**config.mk**
```make
export PLATFORM = sky130hd
export DESIGN_NAME = psdr_status_bank
export DESIGN_NICKNAME = d
export VERILOG_FILES = /design/src/hdl/psdr_pkg.sv /design/src/hdl/psdr_status_bank.sv /design/src/hdl/psdr_port_track.sv
export SDC_FILE = /design/constraint.sdc
export NUM_CORES = 1
export LEC_CHECK = 0
export ABC_AREA = 1
export BUFFER_PORTS_ARGS = -buffer_cell sky130_fd_sc_hd__buf_2
export CORE_MARGIN = 1
export CORE_UTILIZATION = 40
export DETAILED_ROUTE_END_ITERATION = 10
export HOLD_SLACK_MARGIN = 0.1
export MAX_ROUTING_LAYER = met4
export PLACE_DENSITY = 0.66
export SKIP_LAST_GASP = 1
export SLEW_MARGIN = 10
export SYNTH_ARGS = -nofsm -noshare
export SYNTH_HDL_FRONTEND = slang
export SYNTH_SLANG_ARGS = --single-unit
export TNS_END_PERCENT = 30
```
**constraint.sdc**
```tcl
create_clock -name mclk -period 1.7 [get_ports mclk]
set_clock_uncertainty 0.2 [all_clocks]
set_input_delay 0.255 -clock mclk [delete_from_list [all_inputs] [get_ports mclk]]
set_output_delay 0.255 -clock mclk [all_outputs]
set_load 0.005 [all_outputs]
```
**src/hdl/psdr_pkg.sv**
```systemverilog
/*
  Shared constants and carriers for the per-port status and discovery
  result bank of a four-port power-sourcing manager.
  Assumes word-aligned Avalon-MM byte addresses and 8-bit registers.
*/
package psdr_pkg;

  // ==========================================================
  // Sizes
  localparam int PSDR_NPORT = 4;
  localparam int PSDR_AW = 9;
  localparam int PSDR_DW = 32;
  localparam int PSDR_REG_W = 8;
  localparam int PSDR_ADC_W = 15;
  localparam int PSDR_IRQ_W = 2 * PSDR_NPORT;

  // ==========================================================
  // Address layout: byte address = port window + 4 * register index
  localparam int ADDR_IDX_LSB = 2;
  localparam int ADDR_IDX_MSB = 5;
  localparam int ADDR_PORT_LSB = 6;
  localparam int ADDR_PORT_MSB = 7;
  localparam int ADDR_GLOB_BIT = 8;

  // Register indices (select codes)
  localparam logic [3:0] IDX_STAT1 = 4'h4;
  localparam logic [3:0] IDX_STAT2 = 4'h5;
  localparam logic [3:0] IDX_DLOW = 4'h6;
  localparam logic [3:0] IDX_DHIGH = 4'h7;
  localparam logic [3:0] IDX_IRQ_STAT = 4'h0;
  localparam logic [3:0] IDX_IRQ_MASK = 4'h1;

  // ==========================================================
  // Codes and reset values
  localparam logic [3:0] FN_DISC1 = 4'h1;
  localparam logic [3:0] FN_DISC2 = 4'h2;
  localparam logic [2:0] CLASS_MAX = 3'h4;
  localparam logic [2:0] FAULT_MAX = 3'h4;
  localparam logic [2:0] STATE_MAX = 3'h5;
  localparam logic [2:0] CODE_RST = 3'h0;
  localparam logic [PSDR_IRQ_W-1:0] IRQ_RST = 8'h00;
  localparam logic [PSDR_DW-1:0] RDATA_RST = 32'h0000_0000;

  // ==========================================================
  // Carriers
  typedef struct packed {
    logic disc_fail;
    logic fn_done;
    logic [2:0] pwr_class;
    logic [2:0] fault_code;
  } psdr_stat1_s;

  typedef struct packed {
    logic [2:0] unused;
    logic wdog_active;
    logic adc_busy;
    logic [2:0] fn_state;
  } psdr_stat2_s;

  typedef struct packed {
    logic fn_wr;
    logic [3:0] fn_code;
    logic fn_done;
    logic disc_fail;
    logic [2:0] pwr_class;
    logic [2:0] fault_code;
    logic wdog_active;
    logic adc_start;
    logic adc_done;
    logic [PSDR_ADC_W-1:0] adc_result;
    logic [2:0] fn_state;
  } psdr_port_in_s;

  typedef struct packed {
    psdr_stat1_s stat1;
    psdr_stat2_s stat2;
    logic meas_done;
    logic [PSDR_ADC_W-1:0] result;
  } psdr_port_view_s;

endpackage : psdr_pkg

```
**src/hdl/psdr_status_bank.sv**
```systemverilog
/*
  Per-port status and discovery result register bank, four ports,
  Avalon-MM slave with one wait state, sticky event status and
  one level interrupt.
  Assumes all port inputs are synchronous to mclk.
*/
`timescale 1ns/1ns
`default_nettype none

module psdr_status_bank
  import psdr_pkg::*;
(
  // Clock and reset
  input wire logic mclk,
  input wire logic srst,
  // Avalon-MM slave
  input wire logic [PSDR_AW-1:0] avs_address,
  input wire logic avs_read,
  input wire logic avs_write,
  input wire logic [PSDR_DW-1:0] avs_writedata,
  input wire logic [3:0] avs_byteenable,
  output logic [PSDR_DW-1:0] avs_readdata,
  output logic avs_waitrequest,
  // Port logic
  input wire psdr_port_in_s port_in [PSDR_NPORT],
  // Interrupt
  output logic irq
);

  // ==========================================================
  // Declarations
  psdr_port_view_s view [PSDR_NPORT];
  logic [PSDR_NPORT-1:0] evt_done;
  logic [PSDR_NPORT-1:0] evt_meas;
  logic [PSDR_IRQ_W-1:0] events;

  logic waitrequest_ff;
  logic [PSDR_DW-1:0] readdata_ff;
  logic [PSDR_DW-1:0] nxt_rdata;
  logic [PSDR_IRQ_W-1:0] irq_stat_ff;
  logic [PSDR_IRQ_W-1:0] irq_mask_ff;
  logic [PSDR_IRQ_W-1:0] nxt_stat;
  logic irq_ff;

  logic req;
  logic accept;
  logic glob_sel;
  logic [ADDR_PORT_MSB-ADDR_PORT_LSB:0] port_sel;
  logic [ADDR_IDX_MSB-ADDR_IDX_LSB:0] idx;
  logic stat_rd_clr;
  logic mask_wr;

  psdr_stat1_s cur_stat1;
  psdr_stat2_s cur_stat2;
  logic cur_meas;
  logic [PSDR_ADC_W-1:0] cur_result;

  // ==========================================================
  // Per-port trackers
  for (genvar p = 0; p < PSDR_NPORT; p++) begin : g_port
    psdr_port_track u_track (
      .mclk(mclk),
      .srst(srst),
      .port_in(port_in[p]),
      .view(view[p]),
      .done_evt(evt_done[p]),
      .meas_evt(evt_meas[p])
    );
  end

  assign events = {evt_meas, evt_done};

  // ==========================================================
  // Address decode
  assign req = avs_read | avs_write;
  assign accept = req & ~waitrequest_ff;
  assign glob_sel = avs_address[ADDR_GLOB_BIT];
  assign port_sel = avs_address[ADDR_PORT_MSB:ADDR_PORT_LSB];
  assign idx = avs_address[ADDR_IDX_MSB:ADDR_IDX_LSB];

  assign cur_stat1 = view[port_sel].stat1;
  assign cur_stat2 = view[port_sel].stat2;
  assign cur_meas = view[port_sel].meas_done;
  assign cur_result = view[port_sel].result;

  // Only the mask register accepts data; port registers drop writes
  assign mask_wr = accept && avs_write && glob_sel &&
                   idx == IDX_IRQ_MASK && avs_byteenable[0];
  assign stat_rd_clr = accept && avs_read && glob_sel &&
                       idx == IDX_IRQ_STAT;

  // ==========================================================
  // Read multiplexer; unmapped addresses read as zero
  always_comb begin
    nxt_rdata = RDATA_RST;
    if (glob_sel) begin
      case (idx)
        IDX_IRQ_STAT: nxt_rdata[PSDR_IRQ_W-1:0] = irq_stat_ff;
        IDX_IRQ_MASK: nxt_rdata[PSDR_IRQ_W-1:0] = irq_mask_ff;
        default: nxt_rdata = RDATA_RST;
      endcase
    end else begin
      case (idx)
        IDX_STAT1: nxt_rdata[PSDR_REG_W-1:0] = cur_stat1;
        IDX_STAT2: nxt_rdata[PSDR_REG_W-1:0] = cur_stat2;
        IDX_DLOW: nxt_rdata[PSDR_REG_W-1:0] = cur_result[PSDR_REG_W-1:0];
        IDX_DHIGH: begin
          nxt_rdata[PSDR_REG_W-1:0] =
            {cur_meas, cur_result[PSDR_ADC_W-1:PSDR_REG_W]};
        end
        default: nxt_rdata = RDATA_RST;
      endcase
    end
  end

  // ==========================================================
  // Bus handshake: one wait state, data launched with waitrequest low
  always_ff @(posedge mclk) begin
    if (srst) waitrequest_ff <= 1'b1;
    else waitrequest_ff <= ~(req & waitrequest_ff);
  end

  always_ff @(posedge mclk) begin
    if (srst) readdata_ff <= RDATA_RST;
    else if (avs_read && waitrequest_ff) readdata_ff <= nxt_rdata;
  end

  assign avs_waitrequest = waitrequest_ff;
  assign avs_readdata = readdata_ff;

  // ==========================================================
  // Interrupt mask
  always_ff @(posedge mclk) begin
    if (srst) irq_mask_ff <= IRQ_RST;
    else if (mask_wr) irq_mask_ff <= avs_writedata[PSDR_IRQ_W-1:0];
  end

  // ==========================================================
  // Sticky event status
  // A read clears only the bits it returned, so an event that lands
  // between launch and accept survives; a new event beats the clear.
  always_comb begin
    nxt_stat = irq_stat_ff;
    if (stat_rd_clr) nxt_stat = nxt_stat & ~readdata_ff[PSDR_IRQ_W-1:0];
    nxt_stat = nxt_stat | events;
  end

  always_ff @(posedge mclk) begin
    if (srst) irq_stat_ff <= IRQ_RST;
    else irq_stat_ff <= nxt_stat;
  end

  // ==========================================================
  // Interrupt output, one cycle behind the status
  always_ff @(posedge mclk) begin
    if (srst) irq_ff <= 1'b0;
    else irq_ff <= |(irq_stat_ff & irq_mask_ff);
  end

  assign irq = irq_ff;

  // ==========================================================
  // Per-port field checks against the port inputs
  // Fields lag their inputs by exactly one edge
  for (genvar p = 0; p < PSDR_NPORT; p++) begin : g_chk

  end
endmodule : psdr_status_bank

`default_nettype wire

```
**src/hdl/psdr_port_track.sv**
```systemverilog
/*
  Per-port tracker: done flag, converter activity, discovery result
  latch and status snapshots for one port.
  Assumes port events are one-cycle pulses synchronous to mclk.
*/
`timescale 1ns/1ns
`default_nettype none

module psdr_port_track
  import psdr_pkg::*;
(
  // Clock and reset
  input wire logic mclk,
  input wire logic srst,
  // Port side
  input wire psdr_port_in_s port_in,
  // Register view and events
  output var psdr_port_view_s view,
  output logic done_evt,
  output logic meas_evt
);

  logic done_ff, busy_ff, disc_act_ff, meas_ff, wdog_ff, fail_ff;
  logic [2:0] class_ff, fault_ff, state_ff;
  logic [PSDR_ADC_W-1:0] result_ff;
  logic is_disc, conv_end, nxt_done, nxt_meas;

  assign is_disc = port_in.fn_wr &&
                   (port_in.fn_code == FN_DISC1 || port_in.fn_code == FN_DISC2);
  assign conv_end = port_in.adc_done && disc_act_ff;
  // Completion wins over a same-cycle clear so no finish is lost
  assign nxt_done = port_in.fn_done | (done_ff & ~port_in.fn_wr);
  assign nxt_meas = conv_end | (meas_ff & ~is_disc);
  assign done_evt = nxt_done & ~done_ff;
  assign meas_evt = nxt_meas & ~meas_ff;

  // ==========================================================
  // Flags
  always_ff @(posedge mclk) begin
    if (srst) begin
      done_ff <= 1'b0;
      meas_ff <= 1'b0;
      disc_act_ff <= 1'b0;
      busy_ff <= 1'b0;
    end else begin
      done_ff <= nxt_done;
      meas_ff <= nxt_meas;
      if (port_in.fn_wr) disc_act_ff <= is_disc;
      if (port_in.adc_start) busy_ff <= 1'b1;
      else if (port_in.adc_done) busy_ff <= 1'b0;
    end
  end

  // ==========================================================
  // Discovery result, captured only on a discovery conversion
  always_ff @(posedge mclk) begin
    if (srst) result_ff <= '0;
    else if (conv_end) result_ff <= port_in.adc_result;
  end

  // ==========================================================
  // Snapshots; reserved or undefined codes keep the last legal one
  always_ff @(posedge mclk) begin
    if (srst) begin
      class_ff <= CODE_RST;
      fault_ff <= CODE_RST;
      state_ff <= CODE_RST;
      fail_ff <= 1'b0;
      wdog_ff <= 1'b0;
    end else begin
      if (port_in.pwr_class <= CLASS_MAX) class_ff <= port_in.pwr_class;
      if (port_in.fault_code <= FAULT_MAX) fault_ff <= port_in.fault_code;
      if (port_in.fn_state <= STATE_MAX) state_ff <= port_in.fn_state;
      fail_ff <= port_in.disc_fail;
      wdog_ff <= port_in.wdog_active;
    end
  end

  // One driver for the whole view keeps the packed output single-sourced
  assign view = '{
    stat1: '{disc_fail: fail_ff, fn_done: done_ff, pwr_class: class_ff,
             fault_code: fault_ff},
    stat2: '{unused: CODE_RST, wdog_active: wdog_ff, adc_busy: busy_ff,
             fn_state: state_ff},
    meas_done: meas_ff,
    result: result_ff
  };
endmodule : psdr_port_track

`default_nettype wire

```
==> results.py <==
metrics = {
    "power_and_ir_drop": {
        "peakVddDrop_v": 0.0006968,
        "leakagePower_nw": 4.784,
        "power.density_mw_per_mm2": 862.5,
        "power.total_mw": 8.807,
    },
    "finish": {
        "register_area_mm2": 0.002923,
        "antenna_cells": 0,
        "final_core_util": 0.6179,
        "fillers": 1414,
        "drive_above_1_share": 0.1845,
        "multi_input_area_mm2": 0.002989,
        "fin_cells": 1559,
        "area_growth_pct": 50.91,
        "fin_nets": 1511,
    },
    "grt": {
        "grt_use_total": 0.2605,
        "antenna_found_initial": 0,
        "grt_overflow": 0,
        "grt_max_degree": 61,
        "grt_pass1_wl_mm": 34.71,
        "grt_pass1_vias": 7313,
    },
    "sta": {
        "slew_headroom": 0.6521,
        "max_freq_mhz": 589.2,
        "setup_viol": 0,
        "hold_violations": 0,
        "maxSlewViolCount": 0,
        "finalCriticalPeriod_ns": 1.697,
        "grt_setup_unrepaired": "true",
        "worst_pin_slew_ns": 0.5219,
        "hold_ws_ns": 0.1218,
        "timing.final.crit_share": 0.9984,
    },
    "cts": {
        "cts-root-buf": "clkbuf_16",
        "clk_pin_slew_ns": 0.06,
        "cts_made_buffers": 17,
        "cts_buffer_depth": 2,
        "cts_tree": "built",
        "worstSkewPairLatency_ns": 0.42,
        "h-tree-depth": 4,
        "cts_sinks": 146,
    },
    "floorplan": {
        "core-area_mm2": 0.01652,
        "num_io_pins": 219,
        "start_util": 0.4095,
        "die_h_um": 132.1,
        "dieArea_mm2": 0.01744,
        "rows": 47,
        "die_w_um": 132.1,
    },
    "logic_synthesis": {
        "yosysSeqAreaShare": 0.4320,
        "ys_types": 25,
        "syn_area_mm2": 0.006766,
        "syn_inst": 992,
        "syn_area_per_cell_um2": 6.821,
        "ys_ff_latch": 146,
        "ys_warn_count": 0,
    },
    "placement": {
        "place.gp.congestion": 0.8106,
        "dpl.cell_count": 1361,
        "detailed_place_hpwl_mm": 13.51,
        "numPortBuffers": 165,
    },
    "routing": {
        "vias_per_cell": 4.755,
        "postRouteAntennaNets": 0,
        "dr.pass1.iters": 5,
        "dr.first_iter.drc_count": 424,
        "vias": 7413,
        "drc": 0,
        "wire_per_inst_um": 13.78,
        "drt-total-wl_mm": 21.48,
    },
    "run": {
        "max_cap_viol_count": 0,
    },
    "setup_path": {
        "arrival_ns": 1.80,
        "start_kind": "input port",
        "end_kind": "flop",
        "crit_type": "input port to flop",
        "critPathMaxFanout": 2,
        "cp.required_ns": 1.80,
    },
    "run_status": {
        "outcome": "finished, final reports clean",
    },
    "worst_hold_path": {
        "min_path_type": "input port to flop",
    },
}
[layout make-up]
class | instances | area share
clock buffer | 19 | 0.04338
multi-input combinational | 644 | 0.2927
tap | 220 | 0.02696
inverter | 156 | 0.05735
clock inverter | 13 | 0.01814
sequential | 146 | 0.2862
timing repair buffer | 361 | 0.2752
[per-layer routing]
| metal | share of wire | track usage | up-vias |
|---|---|---|---|
| li1 | - | - | 3790 |
| met1 | 0.43 | 0.2939 | 3331 |
| met3 | 0.045 | 0.05190 | 49 |
| met2 | 0.49 | 0.4494 | 243 |
| met4 | 0.029 | 0.1059 | 0 |
| met5 | 0 | - | - |
[logic make-up (layout without fill, tap and decap cells)]
family                    after synthesis  in the layout  share of synthesized area
DFF                                   146            146                     0.4320
other                                   1             24                  0.0005542
buffers and inverters                 225            549                     0.1403
xor gates and xnor gates                4              4                   0.005177
and+or+nand+nor                       352            352                     0.2176
AOI/OAI and AO/OA                     264            264                     0.2043
[critical path: stages]
cell,delay (ns)
dlygate4sd3_1,0.54
buf_2,0.13
xor2_1,0.15
nand2_1,0.09
a21oi_1,0.06
dlygate4sd3_1,0.57
[what timing repair did]
| item | CTS | global route |
|---|---|---|
| endpoints found under the hold margin | 135 | 0 |
| setup endpoints to repair | 0 | 3 |
| gates resized for setup | 0 | 2 |
| hold buffers | 165 | 0 |
| setup buffers | 0 | 1 |
[layout by cell type (no fill, tap or decap), types with 11 or more instances in the layout]
cell,Yosys,routed
a21oi_1,132,131
buf_2,12,165
buf_4,24,23
clkbuf_16,0,17
conb_1,1,24
dfxtp_1,146,146
dlygate4sd3_1,0,165
inv_1,150,149
nand2_1,211,211
nand3_1,43,43
nor2_1,74,74
nor3_1,12,11
o211ai_1,12,12
o21ai_0,100,100
[stage by stage]
step | area [um^2] | setup TNS (ns) | worst slack [ns]
finish | 10210 | 0 | 0.002658
global route | 10210 | -0.04997 | -0.04660
CTS | 10190 | 0 | 0.02168
detailed placement | 7915 | 0 | 0.02434
global placement | 7915 | 0 | 0.04383
floorplan | 6853 | 0 | 0.2051
[flip-flops by register name (all words and copies together), names as in the netlist]
signal and flops:
g_port.u_track.wdog_ff 4, avs_readdata 8, g_port.u_track.result_ff 60, g_port.u_track.state_ff 12, g_port.u_track.done_ff 4, g_port.u_track.disc_act_ff 4
irq_mask_ff 8, g_port.u_track.fault_ff 12, irq 1, g_port.u_track.busy_ff 4, g_port.u_track.class_ff 12, g_port.u_track.fail_ff 4
g_port.u_track.meas_ff 4, avs_waitrequest 1, irq_stat_ff 8
[synthesized netlist by cell type]
cell type	count	area share
buf_2	12	0.0089
a21oi_1	132	0.098
a311oi_1	4	0.0052
nand2_1	211	0.12
dfxtp_1	146	0.43
o21ai_1	5	0.0037
nor3_2	4	0.0059
nand3_2	2	0.0030
or2_2	4	0.0037
nor2_1	74	0.041
o21ai_0	100	0.074
buf_4	24	0.027
conb_1	1	0.00055
buf_1	3	0.0017
clkinv_1	1	0.00055
nor3_1	12	0.0089
a221oi_1	1	0.0013
clkbuf_1	30	0.017
inv_2	5	0.0028
inv_1	150	0.083
nand3_1	43	0.032
nor4_4	2	0.0063
o22ai_1	10	0.0092
o211ai_1	12	0.013
xor2_1	4	0.0052
[where the power goes]
group	internal, mW	leakage (nW)	switching [mW]	total [mW]
clock	2.49	0.303	1.46	3.96
combinational	0.628	3.29	0.614	1.24
sequential	3.56	1.19	0.0541	3.61
[final timing paths]
path | start | to | slack, ns | cells past startpoint
setup reg to reg | avs_waitrequest$_SDFF_PP1_ | avs_readdata[5]$_SDFFE_PP0P_ | 0.18 | 4
hold reg to reg | g_port[3].u_track.class_ff[0]$_SDFFE_PP0P_ | g_port[3].u_track.class_ff[0]$_SDFFE_PP0P_ | 0.25 | 2
setup / recovery | port_in[29] | g_port[3].u_track.disc_act_ff$_SDFFE_PP0P_ | 0.003 | 6
hold / removal | srst | g_port[1].u_track.result_ff[2]$_SDFFE_PP0P_ | 0.12 | 5
Power figures use the tool's default switching activity.
